<file path="src/hdl/i2c_status_cfg.svh">
`ifndef I2C_STATUS_CFG_SVH
`define I2C_STATUS_CFG_SVH
// Register indices on the plain port
`define ADDR_STATUS   4'h0
`define ADDR_RECEIVE  4'h1
`define ADDR_TRANSMIT 4'h2
`define ADDR_IRQ_MASK 4'h3
`define ADDR_CONTROL  4'h4
// Status bit positions
`define BIT_WCOL  7
`define BIT_ROV   6
`define BIT_STOP  4
`define BIT_START 3
`define BIT_DIR   2
`define BIT_RFULL 1
`define BIT_TFULL 0
// Bits that software clears by writing one
`define STATUS_W1C 8'hc0
// Interrupt sticky bits: 0 stop, 1 start, 2 address byte, 3 receive, 4 sent
`define IRQ_BITS   5
`define RESET_ZERO 32'h0000_0000
`endif

</file>
<file path="src/hdl/i2c_status_pkg.sv">
`default_nettype none
package i2c_status_pkg;
   // Last bus condition seen
   typedef enum logic [1:0] {
      COND_NONE  = 2'b00,
      COND_START = 2'b01,
      COND_STOP  = 2'b10
   } cond_t;
endpackage
`default_nettype wire

</file>
<file path="src/hdl/i2c_status_flags.sv">
`timescale 1ns/1ps
`default_nettype none
`include "i2c_status_cfg.svh"
// How it works
// Stop flag shows stop was seen last
// Start flag shows start was seen last
// Direction flag latched after slave address byte
// Receive full set on load, cleared on read
// Transmit full set on write, cleared when sent
// Transmit write while busy sets collision flag
// Load while receive full sets overflow flag
// All flags zero after reset and while disabled
module i2c_status_flags (
   // Clock and reset
   input  wire logic        REF_CLK,
   input  wire logic        RST_N,
   // Register port
   input  wire logic [3:0]  ADDR,
   input  wire logic [31:0] WDATA,
   input  wire logic        WR,
   input  wire logic        RD,
   output var  logic [31:0] RDATA,
   // Bus engine events
   input  wire logic        START_SEEN,
   input  wire logic        STOP_SEEN,
   input  wire logic        ADDR_DONE,
   input  wire logic        ADDR_RW,
   input  wire logic        BYTE_LOADED,
   input  wire logic [7:0]  BYTE_IN,
   input  wire logic        TX_DONE,
   input  wire logic        BUSY,
   // To bus engine
   output var  logic [7:0]  TX_BYTE,
   output var  logic        TX_VALID,
   output var  logic        ENABLED,
   // Interrupt
   output var  logic        IRQ
);
   // ==========================================================
   // State
   i2c_status_pkg::cond_t cond;
   logic        enable;
   logic        dir;
   logic        rfull;
   logic        tfull;
   logic        wcol;
   logic        rov;
   logic [7:0]  rx_hold;
   logic [7:0]  tx_hold;
   logic [`IRQ_BITS-1:0] irq_mask;
   logic [`IRQ_BITS-1:0] irq_stat;
   logic [`IRQ_BITS-1:0] irq_ev;
   logic        wr_stat;
   logic        rd_rcv;
   logic        wr_trn;
   logic        tx_ok;

   // Decoded accesses
   assign wr_stat = WR && (ADDR == `ADDR_STATUS);
   assign rd_rcv  = RD && (ADDR == `ADDR_RECEIVE);
   assign wr_trn  = WR && (ADDR == `ADDR_TRANSMIT);
   assign tx_ok   = wr_trn && !BUSY && !tfull;

   // ==========================================================
   // Module enable
   always_ff @(posedge REF_CLK or negedge RST_N) begin
      if (!RST_N) begin
         enable <= 1'b0;
      end else if (WR && (ADDR == `ADDR_CONTROL)) begin
         enable <= WDATA[0];
      end
   end
   assign ENABLED = enable;

   // Last bus condition; stop wins if both arrive together
   always_ff @(posedge REF_CLK or negedge RST_N) begin
      if (!RST_N) begin
         cond <= i2c_status_pkg::COND_NONE;
      end else if (!enable) begin
         cond <= i2c_status_pkg::COND_NONE;
      end else if (STOP_SEEN) begin
         cond <= i2c_status_pkg::COND_STOP;
      end else if (START_SEEN) begin
         cond <= i2c_status_pkg::COND_START;
      end
   end

   // Direction from address byte
   always_ff @(posedge REF_CLK or negedge RST_N) begin
      if (!RST_N) begin
         dir <= 1'b0;
      end else if (!enable) begin
         dir <= 1'b0;
      end else if (ADDR_DONE) begin
         dir <= ADDR_RW;
      end
   end

   // Receive holding register and full flag; load wins over read
   always_ff @(posedge REF_CLK or negedge RST_N) begin
      if (!RST_N) begin
         rfull   <= 1'b0;
         rx_hold <= 8'h00;
      end else if (!enable) begin
         rfull   <= 1'b0;
      end else if (BYTE_LOADED) begin
         rfull   <= 1'b1;
         rx_hold <= BYTE_IN;
      end else if (rd_rcv) begin
         rfull   <= 1'b0;
      end
   end

   // Transmit holding register; an accepted write wins over completion
   always_ff @(posedge REF_CLK or negedge RST_N) begin
      if (!RST_N) begin
         tfull   <= 1'b0;
         tx_hold <= 8'h00;
      end else if (!enable) begin
         tfull   <= 1'b0;
      end else if (tx_ok) begin
         tfull   <= 1'b1;
         tx_hold <= WDATA[7:0];
      end else if (TX_DONE) begin
         tfull   <= 1'b0;
      end
   end
   assign TX_BYTE  = tx_hold;
   assign TX_VALID = tfull;

   // ==========================================================
   // Error flags, write one to clear
   sticky_flag u_wcol (
      .clk    (REF_CLK),
      .rst_n  (RST_N),
      .enable (enable),
      .set    (wr_trn && (BUSY || tfull)),
      .clear  (wr_stat && WDATA[`BIT_WCOL]),
      .flag   (wcol)
   );
   sticky_flag u_rov (
      .clk    (REF_CLK),
      .rst_n  (RST_N),
      .enable (enable),
      .set    (BYTE_LOADED && rfull),
      .clear  (wr_stat && WDATA[`BIT_ROV]),
      .flag   (rov)
   );

   // ==========================================================
   // Interrupt status and mask
   assign irq_ev = {TX_DONE && tfull, BYTE_LOADED, ADDR_DONE, START_SEEN, STOP_SEEN};
   genvar gi;
   generate
      for (gi = 0; gi < `IRQ_BITS; gi++) begin : g_irq
         sticky_flag u_irq (
            .clk    (REF_CLK),
            .rst_n  (RST_N),
            .enable (enable),
            .set    (irq_ev[gi]),
            .clear  (wr_stat && WDATA[8+gi]),
            .flag   (irq_stat[gi])
         );
      end
   endgenerate
   always_ff @(posedge REF_CLK or negedge RST_N) begin
      if (!RST_N) begin
         irq_mask <= '0;
      end else if (WR && (ADDR == `ADDR_IRQ_MASK)) begin
         irq_mask <= WDATA[`IRQ_BITS-1:0];
      end
   end
   assign IRQ = |(irq_stat & irq_mask);

   // ==========================================================
   // Read data, one cycle after the strobe
   always_ff @(posedge REF_CLK or negedge RST_N) begin
      if (!RST_N) begin
         RDATA <= `RESET_ZERO;
      end else if (!RD) begin
         RDATA <= `RESET_ZERO;
      end else if (ADDR == `ADDR_STATUS) begin
         RDATA <= {19'h0, irq_stat, wcol, rov, 1'b0,
                   cond == i2c_status_pkg::COND_STOP,
                   cond == i2c_status_pkg::COND_START, dir, rfull, tfull};
      end else if (ADDR == `ADDR_RECEIVE) begin
         RDATA <= {24'h0, rx_hold};
      end else if (ADDR == `ADDR_TRANSMIT) begin
         RDATA <= {24'h0, tx_hold};
      end else if (ADDR == `ADDR_IRQ_MASK) begin
         RDATA <= {27'h0, irq_mask};
      end else if (ADDR == `ADDR_CONTROL) begin
         RDATA <= {31'h0, enable};
      end else begin
         RDATA <= `RESET_ZERO;
      end
   end

   // ==========================================================
   // Checks
   a_stop_last: assert property (@(posedge REF_CLK) disable iff (!RST_N)
      enable && STOP_SEEN |=> cond == i2c_status_pkg::COND_STOP)
      else $error("stop flag not set");
   a_start_last: assert property (@(posedge REF_CLK) disable iff (!RST_N)
      enable && START_SEEN && !STOP_SEEN |=> cond == i2c_status_pkg::COND_START)
      else $error("start flag not set");
   a_dir_latch: assert property (@(posedge REF_CLK) disable iff (!RST_N)
      enable && ADDR_DONE |=> dir == $past(ADDR_RW))
      else $error("direction not latched");
   a_rfull_read: assert property (@(posedge REF_CLK) disable iff (!RST_N)
      enable && rd_rcv && !BYTE_LOADED |=> !rfull)
      else $error("receive full not cleared");
   a_tfull_write: assert property (@(posedge REF_CLK) disable iff (!RST_N)
      enable && tx_ok |=> tfull && TX_BYTE == $past(WDATA[7:0]))
      else $error("transmit full not set");
   a_wcol_set: assert property (@(posedge REF_CLK) disable iff (!RST_N)
      enable && wr_trn && BUSY |=> wcol && $stable(TX_BYTE))
      else $error("collision not flagged");
   a_rov_set: assert property (@(posedge REF_CLK) disable iff (!RST_N)
      enable && BYTE_LOADED && rfull |=> rov)
      else $error("overflow not flagged");
   a_disabled_zero: assert property (@(posedge REF_CLK) disable iff (!RST_N)
      !enable |=> !enable || (!rfull && !tfull && !wcol && !rov && !dir && irq_stat == '0
         && cond == i2c_status_pkg::COND_NONE))
      else $error("flags not cleared while disabled");
endmodule // i2c_status_flags
`default_nettype wire

</file>
<file path="src/hdl/sticky_flag.sv">
`timescale 1ns/1ps
`default_nettype none
// One sticky flag: hardware set wins over software clear
module sticky_flag (
   // Clock and reset
   input  wire logic clk,
   input  wire logic rst_n,
   // Control
   input  wire logic enable,
   input  wire logic set,
   input  wire logic clear,
   // State
   output var  logic flag
);
   // Set has priority over clear; disabled module forces zero
   always_ff @(posedge clk or negedge rst_n) begin
      if (!rst_n) begin
         flag <= 1'b0;
      end else if (!enable) begin
         flag <= 1'b0;
      end else if (set) begin
         flag <= 1'b1;
      end else if (clear) begin
         flag <= 1'b0;
      end
   end
endmodule // sticky_flag
`default_nettype wire
</file>
<file path="config.mk">
export PLATFORM = sky130hd
export DESIGN_NAME = i2c_status_flags
export DESIGN_NICKNAME = d
export VERILOG_FILES = /design/src/hdl/i2c_status_pkg.sv /design/src/hdl/i2c_status_flags.sv /design/src/hdl/sticky_flag.sv
export VERILOG_INCLUDE_DIRS = /design/src /design/src/hdl
export SDC_FILE = /design/constraint.sdc
export NUM_CORES = 1
export LEC_CHECK = 0
export BUFFER_PORTS_ARGS = -buffer_cell sky130_fd_sc_hd__buf_2
export CAP_MARGIN = 20
export CORE_ASPECT_RATIO = 1.4
export CORE_MARGIN = 4
export CORE_UTILIZATION = 35
export DETAILED_ROUTE_END_ITERATION = 10
export GPL_TIMING_DRIVEN = 0
export PLACE_DENSITY = 0.62
export SETUP_SLACK_MARGIN = 0.02
export SYNTH_ARGS = -nofsm -noshare
export SYNTH_HDL_FRONTEND = slang
export SYNTH_SLANG_ARGS = --single-unit
</file>
<file path="constraint.sdc">
create_clock -name REF_CLK -period 4.4 [get_ports REF_CLK]
set_clock_uncertainty 0.15 [all_clocks]
set_input_delay 0.44 -clock REF_CLK [delete_from_list [all_inputs] [get_ports REF_CLK]]
set_output_delay 0.44 -clock REF_CLK [all_outputs]
set_load 0.005 [all_outputs]
</file>
==> run metrics <==
Yosys cell types=between 40 and 50; crit start category=flop; placed insts=333; R2R Path Start=ENABLED; Crit Path Max Fanout=3; Initial DRC Count=91; vias in the first global route=1674; top-count cell post-synth=dfrtp_1; NumNets Final=325; CP Class=reg -> out; Reg clk slew, reported paths=80 ps; Slew @ Worst Pin=roughly 550 ps; maximum VDD drop=0.189 mV; Antenna Cells=0; GR Util All Layers=14.4%; period utilisation layout=42.8%; die span in x=75.7 microns; fraction of layout cells with a size suffix above 1=45.2%; worst path bufs/invs=1; Layout area overhead=25.9%; routability cong.=around 0.73; H-tree depth=2; sequential area share after synthesis=a little over half; R2R depth=4; Arrival @ worst endpoint=approximately 1300 ps; Root Buffer=clkbuf_8; global route overflow=0; RSZ-0062 raised after global routing=false; multi-input logic area=943 sq um; fillers=~600; Skew-Pair Late Insertion Delay=roughly 290 ps; cts repair resizes=0; Synth top cells by count=dfrtp_1 (47), mux2_2 (26), buf_4 (20), nor2b_1 (9), nand2_1 (8); Core Box Area=0.00621 sq mm; DRC viols=0; Num CTS Buffers=5; delay-heaviest family, CP=flip-flops; CP max stage cell=dfrtp_1; fin crit period=1890 ps; post-CTS setup buffers=0; fmax=530 MHz; storage element area=approximately 0.0012 sq mm; Die H=103 microns; Synth area leaders=dfrtp_1 (52%), mux2_2 (13%), buf_4 (6.7%); CTS tree=done; Critical Path End Type=output port; Max Transition Viols Final=0; Async SR Flop Fraction=100%; Worst Hold Launch=WDATA[11]; final hold violations=0; drt wl/cell=15.4 microns; Relative slew margins=63.1%; Synth top area share=~52%; I/O Buffers=58; LEAKAGE=1.48 nW; CP cell instances=a222oi_1 > nand2_1 > buf_2; Initial Utilization=36.1%; via count=1634; Routed Wire Length=~5300 microns; Cells after Synth=~190; most used routing layer=met2; Pwr per Cell Area=372 mW/mm^2; M1 GR Usage=16.9%; Detail Route Antenna Nets=0; I/O Pins=98; post-DP HPWL=4020 microns; fin cells=between 300 and 400; Yosys reg bits=47; status=complete, no violations; Die Area=0.00778 sq mm; Clock Path Buffers=2; top_reg_cell synth=dfrtp_1; total negative slack=0 ps; min-delay worst type=in -> reg; reg-to-reg slack, setup=2640 ps; final setup vio count=0; Post-synth EDFFs=0; Max Cap Viol=0; critical path's largest stage delay=420 ps; largest net degree at the start of global routing=48; DR vias/cell=~4.8; hold slack final=179 ps; met3 Resource Use GR=2.83%; average size of a mapped cell=12.1 sq um; First-pass DRT Iterations=4; Synth area leader=dfrtp_1; Synth Warn #=0; first-pass GRT wire length=8230 microns; clk sinks=47; WHS Endpoint=g_irq[3].u_irq.flag; Site Rows=34; Synth Cell Area=roughly 0.0022 sq mm; initial antenna violation count=0; GR Util met2=25.3%; FF-to-FF End=TX_BYTE[4]; Min-Delay Path Depth=2; Critical Path RT=3810 ps
==> final cells by class <==
class                      instances  share of cell area [%]
clock buffer                       6                    2.57
buffer                            26                    6.29
multi-input combinational        126                    33.4
sequential                        47                    41.6
clock inverter                     1                    1.06
tap                               72                    3.19
inverter                           4                   0.531
timing repair buffer              60                    11.3
==> worst reg2reg max path, stage by stage, from the launching register on <==
cell and delay [ps]:
dfrtp_1 380, clkbuf_1 300, and2_1 240, nand4_4 230, mux2_2 340
==> placed cells by master, fill, tap and decap left out, drive strengths merged, types with 3 or more instances in the layout <==
cell type | Yosys | routed
a222oi | 4 | 4
nor2b | 9 | 9
dfrtp | 47 | 47
nand2 | 8 | 8
and2 | 7 | 7
o21ai | 4 | 4
buf | 24 | 83
inv | 4 | 4
clkbuf | 2 | 8
conb | 1 | 19
a31oi | 6 | 6
a2bb2oi | 3 | 3
nor2 | 7 | 7
mux2 | 26 | 26
mux2i | 3 | 3
==> per-layer routing <==
| layer | share of wire [%] | vias to the layer above |
|---|---|---|
| li1 | - | 792 |
| met2 | 54 | 48 |
| met5 | 0 | - |
| met3 | 5.2 | 7 |
| met1 | 38 | 787 |
| met4 | 1.9 | 0 |
==> state kept, by name, indices dropped and copies added, names as in the netlist <==
name	cells
g_irq.u_irq.flag	5
cond	2
rfull	1
TX_BYTE	8
irq_mask	5
u_rov.flag	1
dir	1
u_wcol.flag	1
TX_VALID	1
RDATA	13
ENABLED	1
rx_hold	8
==> cell families (layout without fill, tap and decap cells) <==
family,count (synthesis),count (layout),share of synthesized area [%]
compound gates,30,30,10.3
buf+inv,30,97,8.58
flops,47,47,52.4
mux,29,29,14.4
other cells,1,19,0.167
simple gates,48,48,14.2
==> through the flow <==
stage	area, sq um	setup WS [ps]	util, %	total power (W)
3_5_place_dp	2690	2410	43.4	0.000758
4_1_cts	2800	2480	45.0	0.00106
3_3_place_gp	2690	2410	43.4	0.000751
2_1_floorplan	2310	2750	-	0.000671
5_1_grt	2830	2410	45.5	0.00111
6_report	2830	2510	45.5	0.00105
==> worst max-delay path by stage <==
stage | from | end | slack, ps | cells past startpoint
finish | irq_mask[3] | IRQ | 2510 | 3
global route | irq_mask[3] | IRQ | 2410 | 3
CTS | irq_mask[3] | IRQ | 2480 | 3
detailed placement | ADDR[2] | RDATA[9] | 2410 | 5
global placement | ADDR[2] | RDATA[12] | 2410 | 5
floorplan | ADDR[0] | RDATA[1] | 2750 | 5
==> power breakdown <==
part | switching [W] | internal [W] | leakage [nW]
registers | 0.0000436 | 0.000498 | 0.618
clock network | 0.000136 | 0.000167 | 0.0513
logic | 0.0000923 | 0.000115 | 0.811
total | 0.000272 | 0.000779 | 1.48
==> timing repair <==
item                                   4_1_cts  5_1_grt
setup endpoints to repair                    0        0
endpoints found under the hold margin        0        7
hold buffers                                 0        1
Power figures use the tool's default switching activity.
